### config.mk
export PLATFORM = sky130hd
export DESIGN_NAME = ebcs_top
export DESIGN_NICKNAME = d
export VERILOG_FILES = /design/src/hdl/ebcs_pkg.sv /design/src/hdl/ebcs_top.sv
export VERILOG_INCLUDE_DIRS = /design/src /design/src/hdl
export SDC_FILE = /design/constraint.sdc
export NUM_CORES = 1
export LEC_CHECK = 0
export BUFFER_PORTS_ARGS = -buffer_cell sky130_fd_sc_hd__buf_2
export CELL_PAD_IN_SITES_DETAIL_PLACEMENT = 2
export CELL_PAD_IN_SITES_GLOBAL_PLACEMENT = 2
export CORE_UTILIZATION = 39
export CTS_BUF_LIST = sky130_fd_sc_hd__clkbuf_8
export CTS_CLUSTER_SIZE = 20
export DETAILED_ROUTE_END_ITERATION = 8
export GPL_TIMING_DRIVEN = 0
export PLACE_DENSITY = 0.84
export SYNTH_ARGS = -nofsm -noshare
export SYNTH_HDL_FRONTEND = slang
export SYNTH_SLANG_ARGS = --single-unit
### constraint.sdc
create_clock -name MCLK -period 2.2 [get_ports MCLK]
set_clock_uncertainty 0.2 [all_clocks]
set_input_delay 0.22 -clock MCLK [delete_from_list [all_inputs] [get_ports MCLK]]
set_output_delay 0.22 -clock MCLK [all_outputs]
set_load 0.1 [all_outputs]
### src/hdl/ebcs_cfg.svh
`ifndef EBCS_CFG_SVH
`define EBCS_CFG_SVH
// register offsets on the plain register port
`define EBCS_OFF_RCTL 4'h0
`define EBCS_OFF_RCNT 4'h1
`define EBCS_OFF_RPER 4'h2
`define EBCS_OFF_DACC 4'h3
`define EBCS_OFF_SYSC 4'h4
`define EBCS_OFF_DDR 4'h5
`define EBCS_OFF_STAT 4'h6
`define EBCS_OFF_MASK 4'h7
// reset values
`define EBCS_RST_RCTL 8'h00
`define EBCS_RST_RCNT 8'h00
`define EBCS_RST_RPER 8'hff
`define EBCS_RST_DACC 4'h0
`define EBCS_RST_SYSC 1'h1
`define EBCS_RST_DDR 8'h00
`define EBCS_RST_IRQ 2'h0
// status bit positions
`define EBCS_ST_MATCH 0
`define EBCS_ST_PRECH 1
// clock select code that stops the refresh count
`define EBCS_CKS_STOP 3'h0
// cycles the strap pins must settle after reset release
`define EBCS_STRAP_WAIT 2'h3
// select pin positions reused in continuous sync dram mode
`define EBCS_PIN_RAS 2
`define EBCS_PIN_CAS 3
`define EBCS_PIN_WE 4
`define EBCS_PIN_CLK 5
`define EBCS_DRAM_LO 3'h2
`define EBCS_DRAM_HI 3'h5
`define EBCS_AREA_ROM_OUT 0
`define EBCS_AREA_RAMIO 3'h7
`endif

### src/hdl/ebcs_pkg.sv
package ebcs_pkg;
    // use of areas 2 to 5
    typedef enum logic [1:0] {
        EBCS_A25_NORMAL,
        EBCS_A25_DRAM,
        EBCS_A25_SDRAM,
        EBCS_A25_RSVD
    } ebcs_a25_t;
    // refresh_control layout
    typedef struct packed {
        logic [2:0] prech_ext;
        logic match_irq_enable;
        logic refresh_enable;
        logic [2:0] clk_sel;
    } ebcs_rctl_t;
    // dram_access_control layout (upper four bits read zero)
    typedef struct packed {
        ebcs_a25_t area25_kind;
        logic [1:0] precharge_cycles;
    } ebcs_dacc_t;
    // register port request
    typedef struct packed {
        logic [3:0] addr;
        logic [7:0] wdata;
        logic wr;
        logic rd;
    } ebcs_bus_t;
    // sync dram pin bundle from the access sequencer
    typedef struct packed {
        logic ras_n;
        logic cas_n;
        logic we_n;
        logic clk;
        logic cke;
    } ebcs_sd_t;
    // whole state of the block
    typedef struct packed {
        ebcs_rctl_t rctl;
        logic [7:0] rcnt;
        logic [7:0] rper;
        ebcs_dacc_t dacc;
        logic ram_en;
        logic [7:0] ddr;
        logic [1:0] stat;
        logic [1:0] mask;
        logic [6:0] presc;
        logic [3:0] prech;
        logic prech_ext_run;
        logic refresh_start;
        logic [7:0] rdata;
        logic [7:0] sel_n;
        logic [7:0] sel_oe;
        logic oe_n;
        logic [1:0] s1;
        logic [1:0] s2;
        logic [1:0] s3;
        logic [1:0] strap_cnt;
        logic exp_mode;
        logic irq;
    } ebcs_state_t;
endpackage

### src/hdl/ebcs_top.sv
// The plain strobed port and the register addresses were decided locally.
`timescale 1ns/10ps
`include "ebcs_cfg.svh"
// Notes on behaviour
// - eight-bit counter advances on selected clock tap
// - match sets flag and clears counter
// - match with refresh enabled starts refresh
// - match, refresh off, irq enabled: interrupt
// - counter zeroed by reset and hardware standby
// - period resets to ones, kept in soft standby
// - sync dram mode reuses selects and output enable
// - area six external, basic interface, select out
// - area seven io, and ram while enabled, internal, rest external
// - area seven external uses basic interface, select
// - eight active-low selects, low during access
// - select reaches pin only when direction enables
// - rom off, expanded mode: area zero output after reset
// - rom on: all selects inputs after reset
// - dram mode: selects two-five are row strobes
// - extension adds zero to seven precharge states
// - normal precharge follows two-bit setting
module ebcs_top
    import ebcs_pkg::*;
(
    input wire logic MCLK, // 10 MHz clock
    input wire logic RST_B, // async reset, active low
    input wire logic CE, // clock enable, freezes all state
    input wire logic HW_STANDBY, // hardware standby, reinitialises
    input wire logic SW_STANDBY, // software standby, holds count
    input wire logic MODE_EXP, // strap pin: externally expanded mode
    input wire logic ROM_EN, // strap pin: on-chip rom enabled
    input wire logic [3:0] ADDR, // register address
    input wire logic [7:0] WDATA, // register write data
    input wire logic WR, // write strobe
    input wire logic RD, // read strobe
    output logic [7:0] RDATA, // read data, cycle after strobe
    output logic IRQ, // level interrupt
    output logic REFRESH_START, // one-cycle refresh request
    input wire logic ACC_REQ, // bus access in progress
    input wire logic [2:0] ACC_AREA, // area of the access
    input wire logic ACC_RAM_HIT, // address falls on on-chip ram
    input wire logic ACC_IO_HIT, // address falls on internal io
    output logic ACC_EXTERNAL, // access goes to external space
    output logic ACC_BASIC_ONLY, // only basic bus interface allowed
    input wire logic DRAM_RAS_N, // row strobe from dram sequencer
    input wire ebcs_sd_t SD_IN, // sync dram pins from sequencer
    input wire logic OE_N_IN, // normal read strobe from sequencer
    input wire logic SELF_REFRESH_EXIT, // pulse: self refresh ended
    input wire logic PRECHARGE_REQ, // pulse: normal precharge starts
    output logic PRECHARGE_BUSY, // row precharge in progress
    output logic [7:0] AREA_SEL_N, // area select pin values
    output logic [7:0] AREA_SEL_OE, // area select output enables
    output logic OE_N // read strobe or clock enable pin
);

    ebcs_state_t st;
    ebcs_state_t next_st;
    ebcs_bus_t bus;
    logic tick;
    logic match;
    logic ext_acc;
    logic [7:0] area_hit;
    logic [7:0] sel_val;
    logic [3:0] ext_total;

    ////////////////////////////////////////////////////////////////////////
    // decoding helpers

    // tap of the prescaler for a clock select code, divide by two**sel
    function automatic logic tap_tick(input logic [2:0] sel,
                                      input logic [6:0] presc);
        logic [6:0] m;
        m = 7'h00;
        for (int i = 0; i < 7; i++) begin
            if (i < int'(sel)) begin
                m[i] = 1'b1;
            end
        end
        tap_tick = (sel != `EBCS_CKS_STOP) && ((presc & m) == m);
    endfunction

    // true when the area is one of the dram capable areas
    function automatic logic is_dram_area(input logic [2:0] area);
        is_dram_area = (area >= `EBCS_DRAM_LO) && (area <= `EBCS_DRAM_HI);
    endfunction

    ////////////////////////////////////////////////////////////////////////
    // combinational decode

    // gather register port signals
    always_comb begin
        bus.addr = ADDR;
        bus.wdata = WDATA;
        bus.wr = WR;
        bus.rd = RD;
    end

    // refresh timebase and compare
    always_comb begin
        tick = tap_tick(st.rctl.clk_sel, st.presc) && !SW_STANDBY;
        match = tick && (st.rcnt == st.rper);
    end

    // address space decode for the current access
    always_comb begin
        ext_acc = ACC_REQ && st.exp_mode;
        if (ACC_AREA == `EBCS_AREA_RAMIO) begin
            if (ACC_IO_HIT || (ACC_RAM_HIT && st.ram_en)) begin
                ext_acc = 1'b0;
            end
        end
    end

    // per-area hit vector
    always_comb begin
        area_hit = 8'h00;
        if (ext_acc) begin
            area_hit[ACC_AREA] = 1'b1;
        end
    end

    // select pin values per area
    for (genvar g = 0; g < 8; g++) begin : g_sel
        logic v;
        // one process per bit, its own variable, so no bit has two writers
        always_comb begin
            v = !area_hit[g];
            if (is_dram_area(3'(g))) begin
                if (st.dacc.area25_kind == EBCS_A25_DRAM) begin
                    v = !area_hit[g] || DRAM_RAS_N;
                end else if (st.dacc.area25_kind == EBCS_A25_SDRAM) begin
                    case (g)
                        `EBCS_PIN_RAS: v = SD_IN.ras_n;
                        `EBCS_PIN_CAS: v = SD_IN.cas_n;
                        `EBCS_PIN_WE: v = SD_IN.we_n;
                        `EBCS_PIN_CLK: v = SD_IN.clk;
                        default: v = !area_hit[g];
                    endcase
                end
            end
        end
        assign sel_val[g] = v;
    end

    // total precharge after self refresh: normal plus extension
    always_comb begin
        ext_total = 4'(st.dacc.precharge_cycles) + 4'h1
            + 4'(st.rctl.prech_ext);
    end

    ////////////////////////////////////////////////////////////////////////
    // next state

    always_comb begin
        next_st = st;
        next_st.refresh_start = 1'b0;
        // strap pins pass three flops; a level counts when two agree
        next_st.s1 = {MODE_EXP, ROM_EN};
        next_st.s2 = st.s1;
        next_st.s3 = st.s2;
        if (st.s2 == st.s3) begin
            next_st.exp_mode = st.s3[1];
        end
        // direction bits caught from the straps once they settle
        // only edges with the last two flops agreeing count towards it
        if ((st.strap_cnt != `EBCS_STRAP_WAIT) && (st.s2 == st.s3)) begin
            next_st.strap_cnt = st.strap_cnt + 2'h1;
            if (st.strap_cnt + 2'h1 == `EBCS_STRAP_WAIT) begin
                next_st.ddr = `EBCS_RST_DDR;
                next_st.ddr[`EBCS_AREA_ROM_OUT] =
                    st.s3[1] && !st.s3[0];
            end
        end
        // prescaler runs except in software standby
        if (!SW_STANDBY) begin
            next_st.presc = st.presc + 7'h01;
        end
        // refresh counter; compare clear wins over a write
        if (bus.wr && bus.addr == `EBCS_OFF_RCNT) begin
            next_st.rcnt = bus.wdata;
        end
        if (match) begin
            next_st.rcnt = `EBCS_RST_RCNT;
            next_st.refresh_start = st.rctl.refresh_enable;
        end else if (tick && !(bus.wr && bus.addr == `EBCS_OFF_RCNT)) begin
            next_st.rcnt = st.rcnt + 8'h01;
        end
        // precharge timing
        if (st.prech != 4'h0) begin
            next_st.prech = st.prech - 4'h1;
        end
        if (SELF_REFRESH_EXIT) begin
            next_st.prech = ext_total;
            next_st.prech_ext_run = 1'b1;
        end else if (PRECHARGE_REQ) begin
            next_st.prech = 4'(st.dacc.precharge_cycles) + 4'h1;
            next_st.prech_ext_run = 1'b0;
        end else if (st.prech == 4'h1) begin
            next_st.prech_ext_run = 1'b0;
        end
        // register writes
        if (bus.wr) begin
            case (bus.addr)
                `EBCS_OFF_RCTL: next_st.rctl = ebcs_rctl_t'(bus.wdata);
                `EBCS_OFF_RPER: next_st.rper = bus.wdata;
                `EBCS_OFF_DACC: next_st.dacc = ebcs_dacc_t'(bus.wdata[3:0]);
                `EBCS_OFF_SYSC: next_st.ram_en = bus.wdata[0];
                `EBCS_OFF_DDR: next_st.ddr = bus.wdata;
                `EBCS_OFF_STAT: next_st.stat = st.stat & ~bus.wdata[1:0];
                `EBCS_OFF_MASK: next_st.mask = bus.wdata[1:0];
                default: next_st.stat = next_st.stat;
            endcase
        end
        // events set status bits; set wins over a clear
        if (match) begin
            next_st.stat[`EBCS_ST_MATCH] = 1'b1;
        end
        if (st.prech_ext_run && st.prech == 4'h1) begin
            next_st.stat[`EBCS_ST_PRECH] = 1'b1;
        end
        // read data stands in the cycle after the strobe only
        next_st.rdata = 8'h00;
        if (bus.rd) begin
            case (bus.addr)
                `EBCS_OFF_RCTL: next_st.rdata = st.rctl;
                `EBCS_OFF_RCNT: next_st.rdata = st.rcnt;
                `EBCS_OFF_RPER: next_st.rdata = st.rper;
                `EBCS_OFF_DACC: next_st.rdata = {4'h0, st.dacc};
                `EBCS_OFF_SYSC: next_st.rdata = {7'h00, st.ram_en};
                `EBCS_OFF_DDR: next_st.rdata = st.ddr;
                `EBCS_OFF_STAT: next_st.rdata = {6'h00, st.stat};
                `EBCS_OFF_MASK: next_st.rdata = {6'h00, st.mask};
                default: next_st.rdata = 8'h00;
            endcase
        end
        // interrupt: match bit only while refresh is off and enabled
        next_st.irq = (next_st.stat[`EBCS_ST_MATCH]
            && next_st.mask[`EBCS_ST_MATCH]
            && !next_st.rctl.refresh_enable
            && next_st.rctl.match_irq_enable)
            || (next_st.stat[`EBCS_ST_PRECH]
            && next_st.mask[`EBCS_ST_PRECH]);
        // pins: selects reach out only where direction enables
        next_st.sel_oe = st.ddr;
        next_st.sel_n = sel_val;
        next_st.oe_n = (st.dacc.area25_kind == EBCS_A25_SDRAM)
            ? SD_IN.cke : OE_N_IN;
        // hardware standby reinitialises the refresh and interrupt registers
        if (HW_STANDBY) begin
            next_st.rcnt = `EBCS_RST_RCNT;
            next_st.rper = `EBCS_RST_RPER;
            next_st.rctl = ebcs_rctl_t'(`EBCS_RST_RCTL);
            next_st.stat = `EBCS_RST_IRQ;
            next_st.mask = `EBCS_RST_IRQ;
            next_st.irq = 1'b0;
            next_st.refresh_start = 1'b0;
        end
    end

    ////////////////////////////////////////////////////////////////////////
    // state register

    always_ff @(posedge MCLK or negedge RST_B) begin
        if (!RST_B) begin
            st <= '0;
            st.rctl <= ebcs_rctl_t'(`EBCS_RST_RCTL);
            st.rcnt <= `EBCS_RST_RCNT;
            st.rper <= `EBCS_RST_RPER;
            st.dacc <= ebcs_dacc_t'(`EBCS_RST_DACC);
            st.ram_en <= `EBCS_RST_SYSC;
            st.ddr <= `EBCS_RST_DDR;
            st.sel_n <= 8'hff;
        end else if (CE) begin
            st <= next_st;
        end
    end

    // outputs
    assign RDATA = st.rdata;
    assign IRQ = st.irq;
    assign REFRESH_START = st.refresh_start;
    assign PRECHARGE_BUSY = st.prech != 4'h0;
    assign AREA_SEL_N = st.sel_n;
    assign AREA_SEL_OE = st.sel_oe;
    assign OE_N = st.oe_n;
    assign ACC_EXTERNAL = ext_acc;
    assign ACC_BASIC_ONLY = ext_acc && (ACC_AREA >= 3'h6);

    ////////////////////////////////////////////////////////////////////////
    // assertions

    a_match_clears_cnt: assert property (
        @(posedge MCLK) disable iff (!RST_B)
        (CE && match && !HW_STANDBY) |=> st.rcnt == 8'h00)
        else $error("counter not cleared after match");

    a_match_sets_flag: assert property (
        @(posedge MCLK) disable iff (!RST_B)
        (CE && match && !HW_STANDBY) |=> st.stat[0])
        else $error("match flag not set");

    a_refresh_on_match: assert property (
        @(posedge MCLK) disable iff (!RST_B)
        REFRESH_START |-> $past(match) && $past(st.rctl.refresh_enable))
        else $error("refresh start without enabled match");

    a_irq_gating: assert property (
        @(posedge MCLK) disable iff (!RST_B)
        (IRQ && !st.stat[1]) |-> !st.rctl.refresh_enable
            && st.rctl.match_irq_enable)
        else $error("interrupt while refresh enabled");

    a_irq_raise: assert property (
        @(posedge MCLK) disable iff (!RST_B)
        (CE && !WR && !HW_STANDBY && st.stat[0] && st.mask[0]
            && !st.rctl.refresh_enable && st.rctl.match_irq_enable) |=> IRQ)
        else $error("enabled match did not interrupt");

    a_count_step: assert property (
        @(posedge MCLK) disable iff (!RST_B)
        (CE && tick && !match && !WR && !HW_STANDBY)
            |=> st.rcnt == $past(st.rcnt) + 8'h01)
        else $error("counter did not advance on tick");

    a_stop_holds: assert property (
        @(posedge MCLK) disable iff (!RST_B)
        (CE && st.rctl.clk_sel == 3'h0 && !WR && !HW_STANDBY)
            |=> $stable(st.rcnt))
        else $error("counter moved with clock stopped");

    a_soft_hold: assert property (
        @(posedge MCLK) disable iff (!RST_B)
        (CE && SW_STANDBY && !WR && !HW_STANDBY) |=> $stable(st.rcnt))
        else $error("counter moved in software standby");

    a_standby_init: assert property (
        @(posedge MCLK) disable iff (!RST_B)
        (CE && HW_STANDBY) |=> st.rcnt == 8'h00 && st.rper == 8'hff)
        else $error("standby did not reinitialise");

    a_sel_idle_high: assert property (
        @(posedge MCLK) disable iff (!RST_B)
        (CE && !ACC_REQ && st.dacc.area25_kind == EBCS_A25_NORMAL)
            |=> AREA_SEL_N == 8'hff)
        else $error("select low without access");

    a_ramio_internal: assert property (
        @(posedge MCLK) disable iff (!RST_B)
        (ACC_AREA == 3'h7 && (ACC_IO_HIT || (ACC_RAM_HIT && st.ram_en)))
            |-> !ACC_EXTERNAL)
        else $error("internal area seven access went external");

    a_dram_row_strobe: assert property (
        @(posedge MCLK) disable iff (!RST_B)
        (CE && st.dacc.area25_kind == EBCS_A25_DRAM && DRAM_RAS_N)
            |=> AREA_SEL_N[5:2] == 4'hf)
        else $error("row strobe select low while strobe idle");

    a_sdram_pins: assert property (
        @(posedge MCLK) disable iff (!RST_B)
        (CE && st.dacc.area25_kind == EBCS_A25_SDRAM)
            |=> OE_N == $past(SD_IN.cke) && AREA_SEL_N[5:2] ==
            $past({SD_IN.clk, SD_IN.we_n, SD_IN.cas_n, SD_IN.ras_n}))
        else $error("sync dram pins not routed");

    a_prech_length: assert property (
        @(posedge MCLK) disable iff (!RST_B)
        (CE && SELF_REFRESH_EXIT) |=> st.prech == $past(ext_total))
        else $error("extended precharge length wrong");

    a_prech_normal: assert property (
        @(posedge MCLK) disable iff (!RST_B)
        (CE && PRECHARGE_REQ && !SELF_REFRESH_EXIT)
            |=> st.prech == 4'($past(st.dacc.precharge_cycles)) + 4'h1)
        else $error("normal precharge length wrong");

    a_sel_dir: assert property (
        @(posedge MCLK) disable iff (!RST_B)
        CE |=> AREA_SEL_OE == $past(st.ddr))
        else $error("select enable does not follow direction");

endmodule // ebcs_top

==> results.sh <==
export IMPL_outcome="finished, final reports clean"
export IMPL_cts_tree="built"
export IMPL_whs_endpoint="AREA_SEL_N[4]"
export IMPL_cts_buffer_depth=2
export IMPL_area_growth_pct=18.2
export IMPL_cts_sinks=89
export IMPL_insertedDiodeCount=0
export IMPL_final_period_utilization_pct=99.0
export IMPL_vias=4156
export IMPL_grt_pass1_wl_um=26100
export IMPL_dp_cells=704
export IMPL_dp_hpwl_um=11800
export IMPL_synthesis_nets=524
export IMPL_hold_depth=5
export IMPL_synth_flop_cell="dfrtp_1"
export IMPL_rsz0062_at_grt="yes"
export IMPL_routed_via_density=5.66
export IMPL_final_cells=734
export IMPL_pin_count=66
export IMPL_die_width_um=115
export IMPL_cp_start_kind="flip-flop"
export IMPL_die_y_um=115
export IMPL_synth_area_leaders="dfrtp_1 (36%), dfstp_2 (9.0%), mux2_2 (5.0%)"
export IMPL_yosysUniqueCellTypes=59
export IMPL_syn_area_um2=4950
export IMPL_routabilityCongestion=0.816
export IMPL_antenna_found_initial=0
export IMPL_clk_pin_slew_ns=0.09
export IMPL_synth_edf_count=0
export IMPL_setup_violations=0
export IMPL_timing_critical_path_required_ns=2.26
export IMPL_rr_worst_depth=5
export IMPL_slew_headroom_pct=40.6
export IMPL_synth_top_area_share_pct=36.4
export IMPL_finalPower_mw=5.14
export IMPL_drc_errors=0
export IMPL_clk_latency_ns=0.38
export IMPL_tightest_slew_ns=0.884
export IMPL_regToRegSetupSlack_ns=0.02
export IMPL_wl_per_cell_um=22.2
export IMPL_grt_overflow_total=0
export IMPL_totalWireLength_um=16300
export IMPL_cap_violations=0
export IMPL_numPortBuffers=58
export IMPL_hold_path_class="in2reg"
export IMPL_h_tree_depth=3
export IMPL_cts_root_buf="clkbuf_8"
export IMPL_initial_core_util_pct=40.5
export IMPL_worstPathMaxFanout=8
export IMPL_yosysWarnings=0
export IMPL_cts_made_buffers=9
export IMPL_p_leak_nw=2.52
export IMPL_power_density_nw_per_um2=879
export IMPL_firstDrtPassIters=4
export IMPL_drt_initial_drc_count=243
export IMPL_worstReg2RegStart="st[83]"
export IMPL_fill_cells=1332
export IMPL_fin_nets=608
export IMPL_r2r_end="st[77]"
export IMPL_synth_seq_area_share_pct=45.4
export IMPL_cp_end_kind="flip-flop"
export IMPL_yosys_area_top_type="dfrtp_1"
export IMPL_ys_seq_elements=89
export IMPL_async_flop_share_pct=100
export IMPL_vdd_ir_drop_max_mv=0.495
export IMPL_core_area_um2=12200
export IMPL_netlist_instances=477
export IMPL_crit_type="reg2reg"
export IMPL_rows=40
export IMPL_syn_area_per_cell_um2=10.4
export IMPL_period_minus_slack_ns=2.18
export IMPL_clock_fmax_mhz=459
export IMPL_hp_start="SD_IN[2]"
export IMPL_dieArea_um2=13100
export IMPL_timing_final_hold_violations=0
export IMPL_critPathArrivalTime_ns=2.24
export IMPL_grt_pass1_vias=4654
export IMPL_grt_max_degree=62
export IMPL_ant_nets=0
export IMPL_track_usage_pct=26.9
export IMPL_drv_slew=0
export IMPL_drive_above_1_share_pct=30.4
==> worst max path at each step <==
stage	end	slack, ns	startpoint	cells past startpoint
after floorplan	ACC_BASIC_ONLY	0.15	st[60]	3
after global placement	RDATA[7]	-0.25	CE	5
after detailed placement	next_st[17]	-0.37	CE	5
after CTS	st[77]	0.01	st[81]	6
after global routing	st[77]	-0.04	st[83]	5
final	st[77]	0.02	st[83]	5
==> cells by family (layout without fill, tap and decap cells) <==
| family | Yosys count | after routing | synth area share (%) |
|---|---|---|---|
| AND/OR/NAND/NOR | 115 | 115 | 12.8 |
| adder cells (fa/ha/maj) | 11 | 11 | 2.93 |
| buffers and inverters | 76 | 165 | 7.87 |
| multiplexers | 35 | 35 | 8.40 |
| AO/OA/AOI/OAI | 131 | 131 | 19.0 |
| XOR/XNOR | 20 | 20 | 3.54 |
| flip-flops | 89 | 89 | 45.4 |
==> state kept, by name, summed over array words and instances (netlist names) <==
register       cells
st                50
next_st           12
AREA_SEL_N         8
AREA_SEL_OE        8
RDATA              8
IRQ                1
OE_N               1
REFRESH_START      1
==> power breakdown <==
group / switching, mW / total (mW) / internal [mW]
Combinational: 1.28 / 1.88 / 0.603
Sequential: 0.280 / 2.21 / 1.93
Clock: 0.643 / 1.05 / 0.410
Total: 2.20 / 5.14 / 2.94
==> synthesized netlist by cell type (16+ instances only) <==
cell     count
o21ai_0     19
mux2_2      22
xnor2_1     16
a22o_1      16
dfstp_2     17
nor2_1      33
inv_1       29
buf_4       25
o22ai_1     17
dfrtp_1     72
nand2_1     24
a21oi_1     20
==> cell usage in the layout (no fill, tap or decap), types with 4 or more instances in the layout <==
master,Yosys,routed
nand2b_1,5,5
nor3_1,9,9
a22o_1,16,16
buf_4,25,30
inv_1,29,30
o21ai_0,19,16
o32a_1,6,6
a31oi_1,6,6
o22ai_1,17,17
a21oi_1,20,20
xor2_1,4,4
a21o_1,4,4
clkbuf_1,13,12
ha_1,10,10
buf_1,5,4
nand3_1,8,8
mux2i_1,10,9
dlygate4sd3_1,0,12
xnor2_1,16,16
dfstp_2,17,17
nor2_1,33,32
mux2_2,22,22
nor2b_1,6,6
dfrtp_1,72,69
o21ai_1,4,7
nor3_4,3,4
a22oi_1,12,12
nand2_1,24,23
o22a_1,9,9
buf_2,2,59
clkbuf_8,0,9
==> critical path, stage by stage, from the launching register on <==
cell	delay [ns]
dfrtp_2	0.49
a2111oi_4	0.45
nand4_4	0.27
nor2_8	0.26
mux2i_1	0.27
o22ai_1	0.11
==> cell type report <==
type / instances / area (um2) / share of cell area [%]
plain buffers: 45 / 274 / 4.68
multi-input cells: 312 / 2360 / 40.4
flip-flops and latches: 89 / 2250 / 38.5
clock buffers: 9 / 124 / 2.12
clock inverters: 7 / 47.5 / 0.813
well taps: 168 / 210 / 3.59
repair buffers: 74 / 465 / 7.96
inverters: 30 / 113 / 1.93
==> per-layer routing <==
metal	GRT usage (%)	up-vias	wire (um)	part of all wire, %
li1	-	1874	-	-
met2	47.2	102	8390	51
met1	32.4	2146	6930	43
met4	12.6	0	502	3.1
met5	0	-	0	0
met3	3.92	34	480	2.9
==> repair_timing <==
| item | in CTS | in global routing |
|---|---|---|
| endpoints found under the hold margin | 97 | 0 |
| setup buffers | 0 | 3 |
| setup endpoints to repair | 11 | 11 |
| gates resized for setup | 9 | 4 |
| pin swaps | 0 | 6 |
| hold buffers | 12 | 0 |
==> per-stage QoR <==
stage	utilization (%)	area, um2	setup WS [ns]	hold slack [ns]	setup TNS, ns
2_1_floorplan	-	4980	0.148	-0.276	0
3_3_place_gp	44.9	5480	-0.251	0.258	-15.90
3_5_place_dp	45.1	5510	-0.368	-0.0146	-13.35
4_1_cts	47.7	5820	0.0125	0.0312	0
5_1_grt	47.9	5850	-0.0380	0.0742	-0.110
6_report	47.9	5850	0.0219	0.0499	0
Note: power is estimated with default switching activity, not from simulation.
